--- config.mk ---
export PLATFORM = sky130hd
export DESIGN_NAME = elos_top
export DESIGN_NICKNAME = d
export VERILOG_FILES = /design/src/design/elos_pkg.sv /design/src/design/elos_top.sv
export VERILOG_INCLUDE_DIRS = /design/src /design/src/design
export SDC_FILE = /design/constraint.sdc
export NUM_CORES = 1
export LEC_CHECK = 0
export BUFFER_PORTS_ARGS = -buffer_cell sky130_fd_sc_hd__buf_4
export CAP_MARGIN = 20
export CORE_UTILIZATION = 45
export CTS_CLUSTER_DIAMETER = 60
export DETAILED_ROUTE_END_ITERATION = 8
export GPL_TIMING_DRIVEN = 0
export PLACE_DENSITY_LB_ADDON = 0.3
export SYNTH_ARGS = -nofsm -noshare
export SYNTH_HDL_FRONTEND = slang
export SYNTH_SLANG_ARGS = --single-unit
--- constraint.sdc ---
create_clock -name clk -period 3.7 [get_ports clk]
set_input_delay 0.37 -clock clk [delete_from_list [all_inputs] [get_ports clk]]
set_output_delay 0.37 -clock clk [all_outputs]
set_load 0.02 [all_outputs]
--- src/design/elos_regs.svh ---
`ifndef ELOS_REGS_SVH
`define ELOS_REGS_SVH
`define ELOS_ADDR_CTRL 12'h000
`define ELOS_ADDR_DETECT 12'h004
`define ELOS_ADDR_RECOVER 12'h008
`define ELOS_ADDR_STATUS 12'h00C
`define ELOS_ADDR_IRQ 12'h010
`define ELOS_ADDR_MASK 12'h014
`define ELOS_CTRL_RESET 32'h0000_0000
`define ELOS_DETECT_RESET 8'hFF
`define ELOS_RECOVER_RESET 8'h0F
`define ELOS_MASK_RESET 1'h1
`define ELOS_B_SCI 0
`define ELOS_B_DRS 1
`define ELOS_B_EQON 2
`define ELOS_B_MAS 3
`define ELOS_B_SCF 4
`define ELOS_B_DJA 5
`define ELOS_B_CSC 6
`define ELOS_B_FSC_EN 7
`define ELOS_B_LVL_REC 8
`define ELOS_F_RIL_LO 9
`define ELOS_F_RIL_HI 11
`define ELOS_NS_2M 488
`define ELOS_CLK_NS 4
`define ELOS_MISS_CYC (2 * `ELOS_NS_2M / `ELOS_CLK_NS)
`define ELOS_FRAME_DIV 256
`endif

--- src/design/elos_pkg.sv ---
package elos_pkg;
    typedef enum logic [1:0] {
        ELOS_REF_LINE,
        ELOS_REF_SYNC,
        ELOS_REF_FREE
    } elos_ref_t;
    typedef enum logic {
        ELOS_S_OK,
        ELOS_S_LOST
    } elos_state_t;
endpackage

--- src/design/elos_top.sv ---
`timescale 1ns/100ps
`include "elos_regs.svh"
module elos_top
    import elos_pkg::*;
#(
    parameter int PHASE_W = 32,
    parameter logic [31:0] NOMINAL_STEP = 32'h0863_0000
) (
    input wire logic clk,
    input wire logic reset_n,
    input wire logic psel,
    input wire logic penable,
    input wire logic pwrite,
    input wire logic [11:0] paddr,
    input wire logic [31:0] pwdata,
    output logic [31:0] prdata,
    output logic pready,
    output logic pslverr,
    input wire logic rx_dual_rail_pos,
    input wire logic rx_dual_rail_neg,
    input wire logic rx_optical_data,
    input wire logic rx_pulse_analog,
    input wire logic [2:0] rx_pulse_level,
    input wire logic eq_signal_ok,
    input wire logic eq_level_low,
    input wire logic rx_clock_input,
    input wire logic sync_input,
    input wire logic rx_data_in,
    output logic rx_data_out,
    output logic loss_status,
    output logic loss_irq,
    output logic dejittered_sys_clock,
    output logic frame_sync_clock,
    output logic sys_16m_clock_out,
    output logic sys_rx_clock,
    output logic [1:0] osc_ref_sel,
    output logic osc_corner_low
);
    logic [31:0] ctrl_reg;
    logic [7:0] loss_detect_count_reg;
    logic [7:0] loss_recover_count_reg;
    logic irq_reg;
    logic mask_reg;
    logic [2:0] pos_sync_reg, neg_sync_reg, opt_sync_reg, ana_sync_reg;
    logic [2:0] rck_sync_reg, syn_sync_reg;
    logic [1:0] low_sync_reg, eq_sync_reg;
    logic [2:0] lvl_a_reg, lvl_b_reg;
    logic [11:0] idle_cnt_reg;
    logic [7:0] rec_cnt_reg;
    elos_state_t state_reg;
    logic lvl_armed_reg;
    logic [7:0] rck_miss_reg, syn_miss_reg;
    logic [PHASE_W-1:0] phase_reg;
    logic [8:0] frame_cnt_reg;
    logic data_out_reg;
    logic fsc_reg;

    function automatic logic rise(input logic [2:0] s);
        return s[1] & ~s[2];
    endfunction

    function automatic logic [7:0] miss_next(input logic [7:0] m,
                                             input logic edge_seen);
        if (edge_seen) begin
            return 8'h00;
        end
        return (m == 8'hFF) ? m : m + 8'h01;
    endfunction

    wire logic sel_sci = ctrl_reg[`ELOS_B_SCI];
    wire logic digital_rx_select = ctrl_reg[`ELOS_B_DRS];
    wire logic long_haul_enable = ctrl_reg[`ELOS_B_EQON];
    wire logic osc_master_select = ctrl_reg[`ELOS_B_MAS];
    wire logic corner_freq_select = ctrl_reg[`ELOS_B_SCF];
    wire logic crystalless_select = ctrl_reg[`ELOS_B_DJA];
    wire logic sys_clock_source_sel = ctrl_reg[`ELOS_B_CSC];
    wire logic fsc_enable = ctrl_reg[`ELOS_B_FSC_EN];
    wire logic level_recover_req = ctrl_reg[`ELOS_B_LVL_REC];
    wire logic [2:0] rx_level_threshold =
        ctrl_reg[`ELOS_F_RIL_HI:`ELOS_F_RIL_LO];

    // Input pins except rx_data_in pass two flip-flops; the third stage of the rck and syn chains is for edge detect.
    always_ff @(posedge clk or negedge reset_n) begin
        if (!reset_n) begin
            pos_sync_reg <= 3'h0;
            neg_sync_reg <= 3'h0;
            opt_sync_reg <= 3'h0;
            ana_sync_reg <= 3'h0;
            rck_sync_reg <= 3'h0;
            syn_sync_reg <= 3'h0;
            low_sync_reg <= 2'h0;
            eq_sync_reg <= 2'h0;
            lvl_a_reg <= 3'h0;
            lvl_b_reg <= 3'h0;
        end else begin
            pos_sync_reg <= {pos_sync_reg[1:0], rx_dual_rail_pos};
            neg_sync_reg <= {neg_sync_reg[1:0], rx_dual_rail_neg};
            opt_sync_reg <= {opt_sync_reg[1:0], rx_optical_data};
            ana_sync_reg <= {ana_sync_reg[1:0], rx_pulse_analog};
            rck_sync_reg <= {rck_sync_reg[1:0], rx_clock_input};
            syn_sync_reg <= {syn_sync_reg[1:0], sync_input};
            low_sync_reg <= {low_sync_reg[0], eq_level_low};
            eq_sync_reg <= {eq_sync_reg[0], eq_signal_ok};
            lvl_a_reg <= rx_pulse_level;
            lvl_b_reg <= lvl_a_reg;
        end
    end

    // One decision per rising edge of the recovered clock.
    logic period_tick;
    logic pulse_seen;
    logic level_low;
    assign period_tick = rise(rck_sync_reg);
    assign level_low = long_haul_enable & ~digital_rx_select
        & low_sync_reg[1];
    always_comb begin
        if (digital_rx_select) begin
            pulse_seen = pos_sync_reg[1] | neg_sync_reg[1]
                | opt_sync_reg[1];
        end else if (long_haul_enable) begin
            pulse_seen = ana_sync_reg[1] & eq_sync_reg[1];
        end else begin
            pulse_seen = ana_sync_reg[1]
                & (lvl_b_reg >= rx_level_threshold);
        end
    end

    logic [11:0] detect_n;
    assign detect_n = {loss_detect_count_reg, 4'h0};
    logic idle_full;
    assign idle_full = (idle_cnt_reg + 12'h001 >= detect_n)
        && detect_n != 12'h000;

    always_ff @(posedge clk or negedge reset_n) begin
        if (!reset_n) begin
            idle_cnt_reg <= 12'h000;
        end else if (period_tick) begin
            if (pulse_seen || idle_full) begin
                idle_cnt_reg <= 12'h000;
            end else begin
                idle_cnt_reg <= idle_cnt_reg + 12'h001;
            end
        end
    end

    logic rec_ok;
    assign rec_ok = (loss_recover_count_reg == 8'h00)
        || (rec_cnt_reg + 8'h01 >= loss_recover_count_reg);
    logic lvl_gate;
    assign lvl_gate = ~low_sync_reg[1] | ~level_recover_req;

    always_ff @(posedge clk or negedge reset_n) begin
        if (!reset_n) begin
            state_reg <= ELOS_S_OK;
            rec_cnt_reg <= 8'h00;
            lvl_armed_reg <= 1'b0;
        end else begin
            unique case (state_reg)
                ELOS_S_OK: begin
                    rec_cnt_reg <= 8'h00;
                    lvl_armed_reg <= 1'b0;
                    if (level_low) begin
                        state_reg <= ELOS_S_LOST;
                    end else if (period_tick && !pulse_seen && idle_full) begin
                        state_reg <= ELOS_S_LOST;
                    end
                end
                ELOS_S_LOST: begin
                    if (long_haul_enable && !digital_rx_select
                        && !lvl_armed_reg) begin
                        lvl_armed_reg <= ~low_sync_reg[1];
                        rec_cnt_reg <= 8'h00;
                    end else if (period_tick) begin
                        if (pulse_seen && lvl_gate) begin
                            if (rec_ok) begin
                                state_reg <= ELOS_S_OK;
                            end else begin
                                rec_cnt_reg <= rec_cnt_reg + 8'h01;
                            end
                        end else if (idle_full) begin
                            rec_cnt_reg <= 8'h00;
                        end
                    end
                    if (level_low) begin
                        lvl_armed_reg <= 1'b0;
                    end
                end
            endcase
        end
    end

    logic lost;
    assign lost = (state_reg == ELOS_S_LOST);
    logic lost_d_reg;
    always_ff @(posedge clk or negedge reset_n) begin
        if (!reset_n) begin
            lost_d_reg <= 1'b0;
        end else begin
            lost_d_reg <= lost;
        end
    end

    logic irq_event;
    assign irq_event = sel_sci ? (lost ^ lost_d_reg)
        : (lost & ~lost_d_reg);

    // APB slave, zero wait states.
    logic wr_en;
    logic rd_en;
    logic addr_ok;
    assign wr_en = psel & penable & pwrite;
    assign rd_en = psel & penable & ~pwrite;
    assign pready = 1'b1;
    always_comb begin
        unique case (paddr)
            `ELOS_ADDR_CTRL, `ELOS_ADDR_DETECT, `ELOS_ADDR_RECOVER,
            `ELOS_ADDR_STATUS, `ELOS_ADDR_IRQ, `ELOS_ADDR_MASK:
                addr_ok = 1'b1;
            default:
                addr_ok = 1'b0;
        endcase
    end
    assign pslverr = psel & penable & ~addr_ok;

    always_ff @(posedge clk or negedge reset_n) begin
        if (!reset_n) begin
            ctrl_reg <= `ELOS_CTRL_RESET;
            loss_detect_count_reg <= `ELOS_DETECT_RESET;
            loss_recover_count_reg <= `ELOS_RECOVER_RESET;
            mask_reg <= `ELOS_MASK_RESET;
        end else if (wr_en) begin
            unique case (paddr)
                `ELOS_ADDR_CTRL: ctrl_reg <= {20'h00000, pwdata[11:0]};
                `ELOS_ADDR_DETECT: loss_detect_count_reg <= pwdata[7:0];
                `ELOS_ADDR_RECOVER: loss_recover_count_reg <= pwdata[7:0];
                `ELOS_ADDR_MASK: mask_reg <= pwdata[0];
                default: ;
            endcase
        end
    end

    // Write one to clear; a new event in the same cycle wins.
    always_ff @(posedge clk or negedge reset_n) begin
        if (!reset_n) begin
            irq_reg <= 1'b0;
        end else if (irq_event) begin
            irq_reg <= 1'b1;
        end else if (wr_en && paddr == `ELOS_ADDR_IRQ && pwdata[0]) begin
            irq_reg <= 1'b0;
        end
    end

    always_ff @(posedge clk or negedge reset_n) begin
        if (!reset_n) begin
            prdata <= 32'h0000_0000;
        end else if (psel && !penable && !pwrite) begin
            unique case (paddr)
                `ELOS_ADDR_CTRL: prdata <= ctrl_reg;
                `ELOS_ADDR_DETECT:
                    prdata <= {24'h000000, loss_detect_count_reg};
                `ELOS_ADDR_RECOVER:
                    prdata <= {24'h000000, loss_recover_count_reg};
                `ELOS_ADDR_STATUS: prdata <= {30'h0, lvl_armed_reg, lost};
                `ELOS_ADDR_IRQ: prdata <= {31'h0, irq_reg};
                `ELOS_ADDR_MASK: prdata <= {31'h0, mask_reg};
                default: prdata <= 32'h0000_0000;
            endcase
        end
    end
    assign loss_status = lost;
    assign loss_irq = irq_reg & ~mask_reg;

    // Reference watchdogs: missing edges for two 2.048 MHz periods.
    always_ff @(posedge clk or negedge reset_n) begin
        if (!reset_n) begin
            rck_miss_reg <= 8'hFF;
            syn_miss_reg <= 8'hFF;
        end else begin
            rck_miss_reg <= miss_next(rck_miss_reg, rise(rck_sync_reg));
            syn_miss_reg <= miss_next(syn_miss_reg, rise(syn_sync_reg));
        end
    end
    logic rck_present;
    logic syn_present;
    assign rck_present = rck_miss_reg < 8'(`ELOS_MISS_CYC);
    assign syn_present = syn_miss_reg < 8'(`ELOS_MISS_CYC);

    elos_ref_t ref_sel;
    always_comb begin
        if (!osc_master_select && !lost && rck_present) begin
            ref_sel = ELOS_REF_LINE;
        end else if (syn_present) begin
            ref_sel = ELOS_REF_SYNC;
        end else begin
            ref_sel = ELOS_REF_FREE;
        end
    end
    assign osc_ref_sel = ref_sel;
    assign osc_corner_low = corner_freq_select;

    // Phase accumulator: nominal step, nudged by the reference edge.
    logic ref_edge;
    assign ref_edge = (ref_sel == ELOS_REF_LINE) ? rise(rck_sync_reg)
        : (ref_sel == ELOS_REF_SYNC) ? rise(syn_sync_reg) : 1'b0;
    logic [PHASE_W-1:0] step;
    always_comb begin
        step = PHASE_W'(NOMINAL_STEP);
        if (ref_edge && phase_reg[PHASE_W-1]) begin
            step = step + PHASE_W'(corner_freq_select ? 32'h10 : 32'h100);
        end
    end
    always_ff @(posedge clk or negedge reset_n) begin
        if (!reset_n) begin
            phase_reg <= '0;
        end else if (ref_sel == ELOS_REF_FREE && !rck_present
                     && !syn_present) begin
            phase_reg <= phase_reg + PHASE_W'(NOMINAL_STEP);
        end else begin
            phase_reg <= phase_reg + step;
        end
    end

    logic osc_clk;
    logic osc_rise;
    logic osc_d_reg;
    assign osc_clk = phase_reg[PHASE_W-1];
    assign osc_rise = osc_clk & ~osc_d_reg;
    always_ff @(posedge clk or negedge reset_n) begin
        if (!reset_n) begin
            osc_d_reg <= 1'b0;
            frame_cnt_reg <= 9'h000;
            fsc_reg <= 1'b0;
        end else begin
            osc_d_reg <= osc_clk;
            if (osc_rise) begin
                if (frame_cnt_reg == 9'(`ELOS_FRAME_DIV - 1)) begin
                    frame_cnt_reg <= 9'h000;
                end else begin
                    frame_cnt_reg <= frame_cnt_reg + 9'h001;
                end
            end
            // One clock pulse as the frame count wraps.
            fsc_reg <= fsc_enable & osc_rise
                & (frame_cnt_reg == 9'(`ELOS_FRAME_DIV - 1));
        end
    end

    // Low level forces all-ones data before bit errors appear.
    always_ff @(posedge clk or negedge reset_n) begin
        if (!reset_n) begin
            data_out_reg <= 1'b1;
        end else begin
            data_out_reg <= level_low ? 1'b1 : rx_data_in;
        end
    end

    assign rx_data_out = data_out_reg;
    assign frame_sync_clock = fsc_reg;
    assign dejittered_sys_clock = osc_d_reg;
    assign sys_rx_clock = osc_d_reg;
    assign sys_16m_clock_out = (crystalless_select && !sys_clock_source_sel)
        ? rck_sync_reg[2] : osc_d_reg;
endmodule

* Word level (Yosys, flattened, before mapping)
Index checks and enable logic that the tools add are counted.
** Word-level totals
- Word-level logic and storage cells :: 166
- Input port bits :: 61
- Output and inout bits :: 44
- Register bits after elaboration :: 169
** Cells by class
- Multiplexer cells :: 42
- Bitwise operators :: 28
- $add $sub $neg :: 8
- Reductions and logical operators :: 39
- Order comparisons :: 5
- Eq/ne operators :: 16
** Operator list (count)
- $mux 8 :: 11
- $pmux 12 s6 :: 1
- $add 32x28->32 const B :: 1
- $add 32x32->32 :: 1
- $mux 32 :: 1
- $add 28x9->29 const A :: 1
- $mux 29 :: 1
- $add 8x1->8 const B :: 3
- $eq 12x4->1 const B :: 2
- $eq 12x5->1 const B :: 2
- $mux 1 :: 20
- $mux 9 :: 2
- $eq 8x8->1 const B :: 2
- $logic_and 1x1->1 :: 16
- $lt 8x8->1 const B :: 2
- $pmux 8 s2 :: 1
- $and 1x1->1 :: 14
- $add 12x1->12 const B :: 1
- $eq 12x3->1 const B :: 1
- $ge 12x12->1 :: 1
- $logic_not 12->1 :: 1
- $mux 12 :: 1
- $reduce_bool 12->1 :: 1
- $logic_not 1->1 :: 10
- 22 further kinds :: 41

* Longest topological paths before layout
- Word-level depth :: 11
- Depth in mapped cells :: 15
- Depth with buffers taken out :: 13

* Worst setup path before layout
OpenSTA, ideal clock, no wires.
- Path type :: register -> register
- Start point :: register idle_cnt_reg[0]
- End point :: register idle_cnt_reg[7]
- Stages on the path, launching flop included :: 16
- Setup slack :: 390 ps
- Required time :: 3618 ps
- Period minus slack after synthesis :: 3310 ps
- Arrival time :: 3228 ps
- Buffers on the path :: 2
- Library setup time :: 82 ps
- Cell sequence :: dfrtp_1 > ha_1 > and3_1 > and3_1 > and3_1 > and3_1 > xor2_1 > ha_1 > a21oi_1 > a21boi_0 > a311o_1 > o31ai_2 > buf_4 > buf_6 > a21oi_1 > a31oi_1
** On the way
- Cells in the longest elaborated chain, start to end :: 5
** RTL lines
- start: declaration :: line elos_top.sv:48 : logic [11:0] idle_cnt_reg;
- start signal: assignment :: line elos_top.sv:141 : idle_cnt_reg <= idle_cnt_reg + 12'h001;
- $add 12x1->12 * :: line elos_top.sv:131, elos_top.sv:141
- $ge 12x12->1 :: line elos_top.sv:131 : assign idle_full = (idle_cnt_reg + 12'h001 >= detect_n)
- $logic_and 1x1->1 :: line elos_top.sv:132 : && detect_n != 12'h000;
- $logic_or 1x1->1 :: line elos_top.sv:138 : if (pulse_seen || idle_full) begin
- $mux 12 * :: line elos_top.sv:138
Every way passes the cells marked *; elsewhere a longest branch is shown, timed or not.
A chain may end at the register's enable or synchronous reset.

* Worst setup path after layout
- Start point :: register idle_cnt_reg[0]
- End point :: register idle_cnt_reg[11]
Same word-level chain as after synthesis.

==> qor.yml <==
synth:
  synth_compound_area_share_pct: 12.0
  synth-simple-area-share_pct: 17.0
  yosys_warnings: 0
  synth_xor_area_share_pct: 6.07
  synthCells: 696
  syn_area_um2: 7350
  ys_ff_latch: 145
  muxShareOfSynthArea_pct: 5.04
  syn_avg_cell_area_um2: 10.6
  synth_edf_count: 0
  postSynth.topFlopCell: "dfrtp_1"
  synth_top_family_by_area: "simple AND/OR/NAND/NOR gates"
  async_reset_ff_share_pct: 100
  ys_seq_area_share_pct: 49.9
  yosys.cell_types.count: 76
  yosys.area_share.adder_pct: 5.10
clocking:
  clock-sinks: 145
  clockRootBuffer: "clkbuf_16"
  htreeDepth: 4
  clk_pin_slew_ns: 0.06
  worstSkewPairLatency_ns: 0.42
  clockBufferDepth: 2
  tritoncts: "built"
  cts_buffers: 17
setup_path:
  crit_end: "idle_cnt_reg[11]$_DFFE_PN0P_"
  ff2ff_setup_slack_ns: 0.17
  worstPathRequired_ns: 4.01
  r2r_cells: 13
  critical_path_class: "register to register"
  worstPathArrival_ns: 3.83
  endpoint_kind: "register"
  critPathLaunch: "idle_cnt_reg[0]$_DFFE_PN0P_"
  r2r_end: "idle_cnt_reg[11]$_DFFE_PN0P_"
  startpoint_type: "register"
  cp_max_fo: 6
  crit-reg2reg-launch: "idle_cnt_reg[0]$_DFFE_PN0P_"
routing:
  wl_um: 16200
  dr.pass1.iters: 5
  dr.first_iter.drc_count: 343
  via_per_inst: 5.45
  num_vias: 5618
  drc: 0
  ant_nets: 0
  wire_per_inst_um: 15.7
die:
  io_pins: 105
  dieArea_um2: 16900
  die_h_um: 130
  start_util_pct: 46.1
  core_area_um2: 15900
  die_w_um: 130
  rows: 46
timing:
  finalSetupViolCount: 0
  rsz0062_at_grt: "false"
  relSlewSlack_pct: 53.0
  slew_viol_final: 0
  fin_crit_sh_pct: 95.3
  fmaxAchievable_mhz: 284
  hold-worst-slack_ns: 0.0547
  hold_viol_final: 0
  tightest_slew_ns: 0.699
  setup_slack_ns: 0.175
  layout_min_cycle_time_ns: 3.53
  fin_skew_ns: 0.00819
global_route:
  grt_max_degree: 93
  grt_pass1_vias: 5509
  antenna_found_initial: 0
  grt_pass1_wl_um: 26500
  grtUsageTotal_pct: 20.5
  grt_overflow: 0
final_layout:
  fin_nets: 894
  final_cell_mix: "dfrtp_1, buf_4, nand2_1"
  largest_register_ffs: 28
  areaGrowthSynthToFinish_pct: 20.7
  layout_commonest_cell: "dfrtp_1"
  antenna_cells: 0
  fin_cells: 1031
  drive_gt1_share_pct: 24.8
  n_fill_cell: 1359
pwr:
  leakage_nw: 4.12
  p_total_mw: 3.73
  p_per_area_nw_per_um2: 420
  peakVddDrop_v: 0.000465
placement:
  place_congestion: 0.871
  pre_cts_ws_ns: -0.107
  dp_hpwl_um: 11900
  numPlacedInstances: 994
  io_buffers: 62
min_path:
  hp-class: "input pin to register"
status:
  outcome: "complete, no violations"
run:
  drv_cap: 0
-- final cells by class --
class	count	area (um^2)	share of cell area (%)
clock inverter	9	106	1.20
buffer	41	259	2.92
sequential	145	3670	41.3
multi-input combinational	503	3450	38.8
tap	216	270	3.04
timing repair buffer	69	542	6.10
inverter	26	97.6	1.10
clock buffer	22	484	5.46
-- stage by stage --
stage | setup TNS (ns) | util (%) | area (um^2)
finish | 0 | 55.7 | 8880
global route | 0 | 55.7 | 8880
CTS | 0 | 55.4 | 8830
detailed placement | -0.558 | 51.4 | 8190
global placement | -0.145 | 51.2 | 8160
floorplan | 0 | - | 7420
-- timing repair --
| action | in CTS | in global routing |
|---|---|---|
| cloned | 0 | 0 |
| pin swaps | 2 | 3 |
| hold buffers | 1 | 0 |
| gates resized for setup | 5 | 8 |
| buffers inserted | 3 | 1 |
| setup endpoints to repair | 15 | 16 |
| hold endpoints to repair | 45 | 0 |
-- logic make-up after synthesis --
kind of cell | Yosys count
DFF | 145
other | 2
AOI/OAI and AO/OA | 126
xor gates and xnor gates | 51
buffers and inverters | 67
muxes | 32
and+or+nand+nor | 243
adders and majority gates | 30
-- worst min path at each step --
stage / start / endpoint / cells past startpoint
2_1_floorplan: reset_n / ana_sync_reg[0]$_DFF_PN0_ / 0
3_3_place_gp: lvl_a_reg[0]$_DFF_PN0_ / lvl_b_reg[0]$_DFF_PN0_ / 0
3_5_place_dp: lvl_a_reg[2]$_DFF_PN0_ / lvl_b_reg[2]$_DFF_PN0_ / 0
4_1_cts: eq_signal_ok / eq_sync_reg[0]$_DFF_PN0_ / 1
5_1_grt: rx_optical_data / opt_sync_reg[0]$_DFF_PN0_ / 1
6_report: eq_signal_ok / eq_sync_reg[0]$_DFF_PN0_ / 1
-- where the power goes --
part	internal, mW	switching [mW]	leakage (nW)
combinational	0.122	0.177	2.08
sequential	1.68	0.0596	1.75
clock	1.06	0.631	0.284
-- synthesized netlist by cell type (all sizes together) (16+ instances only) --
cell | count | area (um^2)
a21oi | 17 | 88.8
and3 | 16 | 100
buf | 27 | 201
dfrtp | 115 | 2880
dfstp | 30 | 788
ha | 30 | 375
inv | 26 | 97.6
mux2 | 20 | 225
nand2 | 65 | 244
nand3 | 46 | 230
nor2 | 42 | 168
o21ai | 35 | 179
xnor2 | 28 | 245
xor2 | 23 | 201
-- per-layer routing --
layer / GRT usage, % / share of wire [%] / vias to the layer above
met5: 0 / 0 / -
met4: 9.92 / 2.3 / 0
met3: 4.02 / 4.3 / 25
met2: 34.9 / 50 / 153
met1: 24.9 / 43 / 2763
li1: - / - / 2677
-- worst max-delay path, stage by stage (launching register included) --
cell	delay, ns
dfrtp_2	0.43
nand4_1	0.18
nor3_2	0.38
and3_1	0.28
nand3_1	0.19
xnor2_1	0.17
ha_1	0.28
and4_1	0.20
a21boi_1	0.52
o31ai_4	0.12
buf_6	0.15
buf_4	0.13
a21o_1	0.18
a22o_1	0.17
Note: power is estimated with default switching activity, not from simulation.
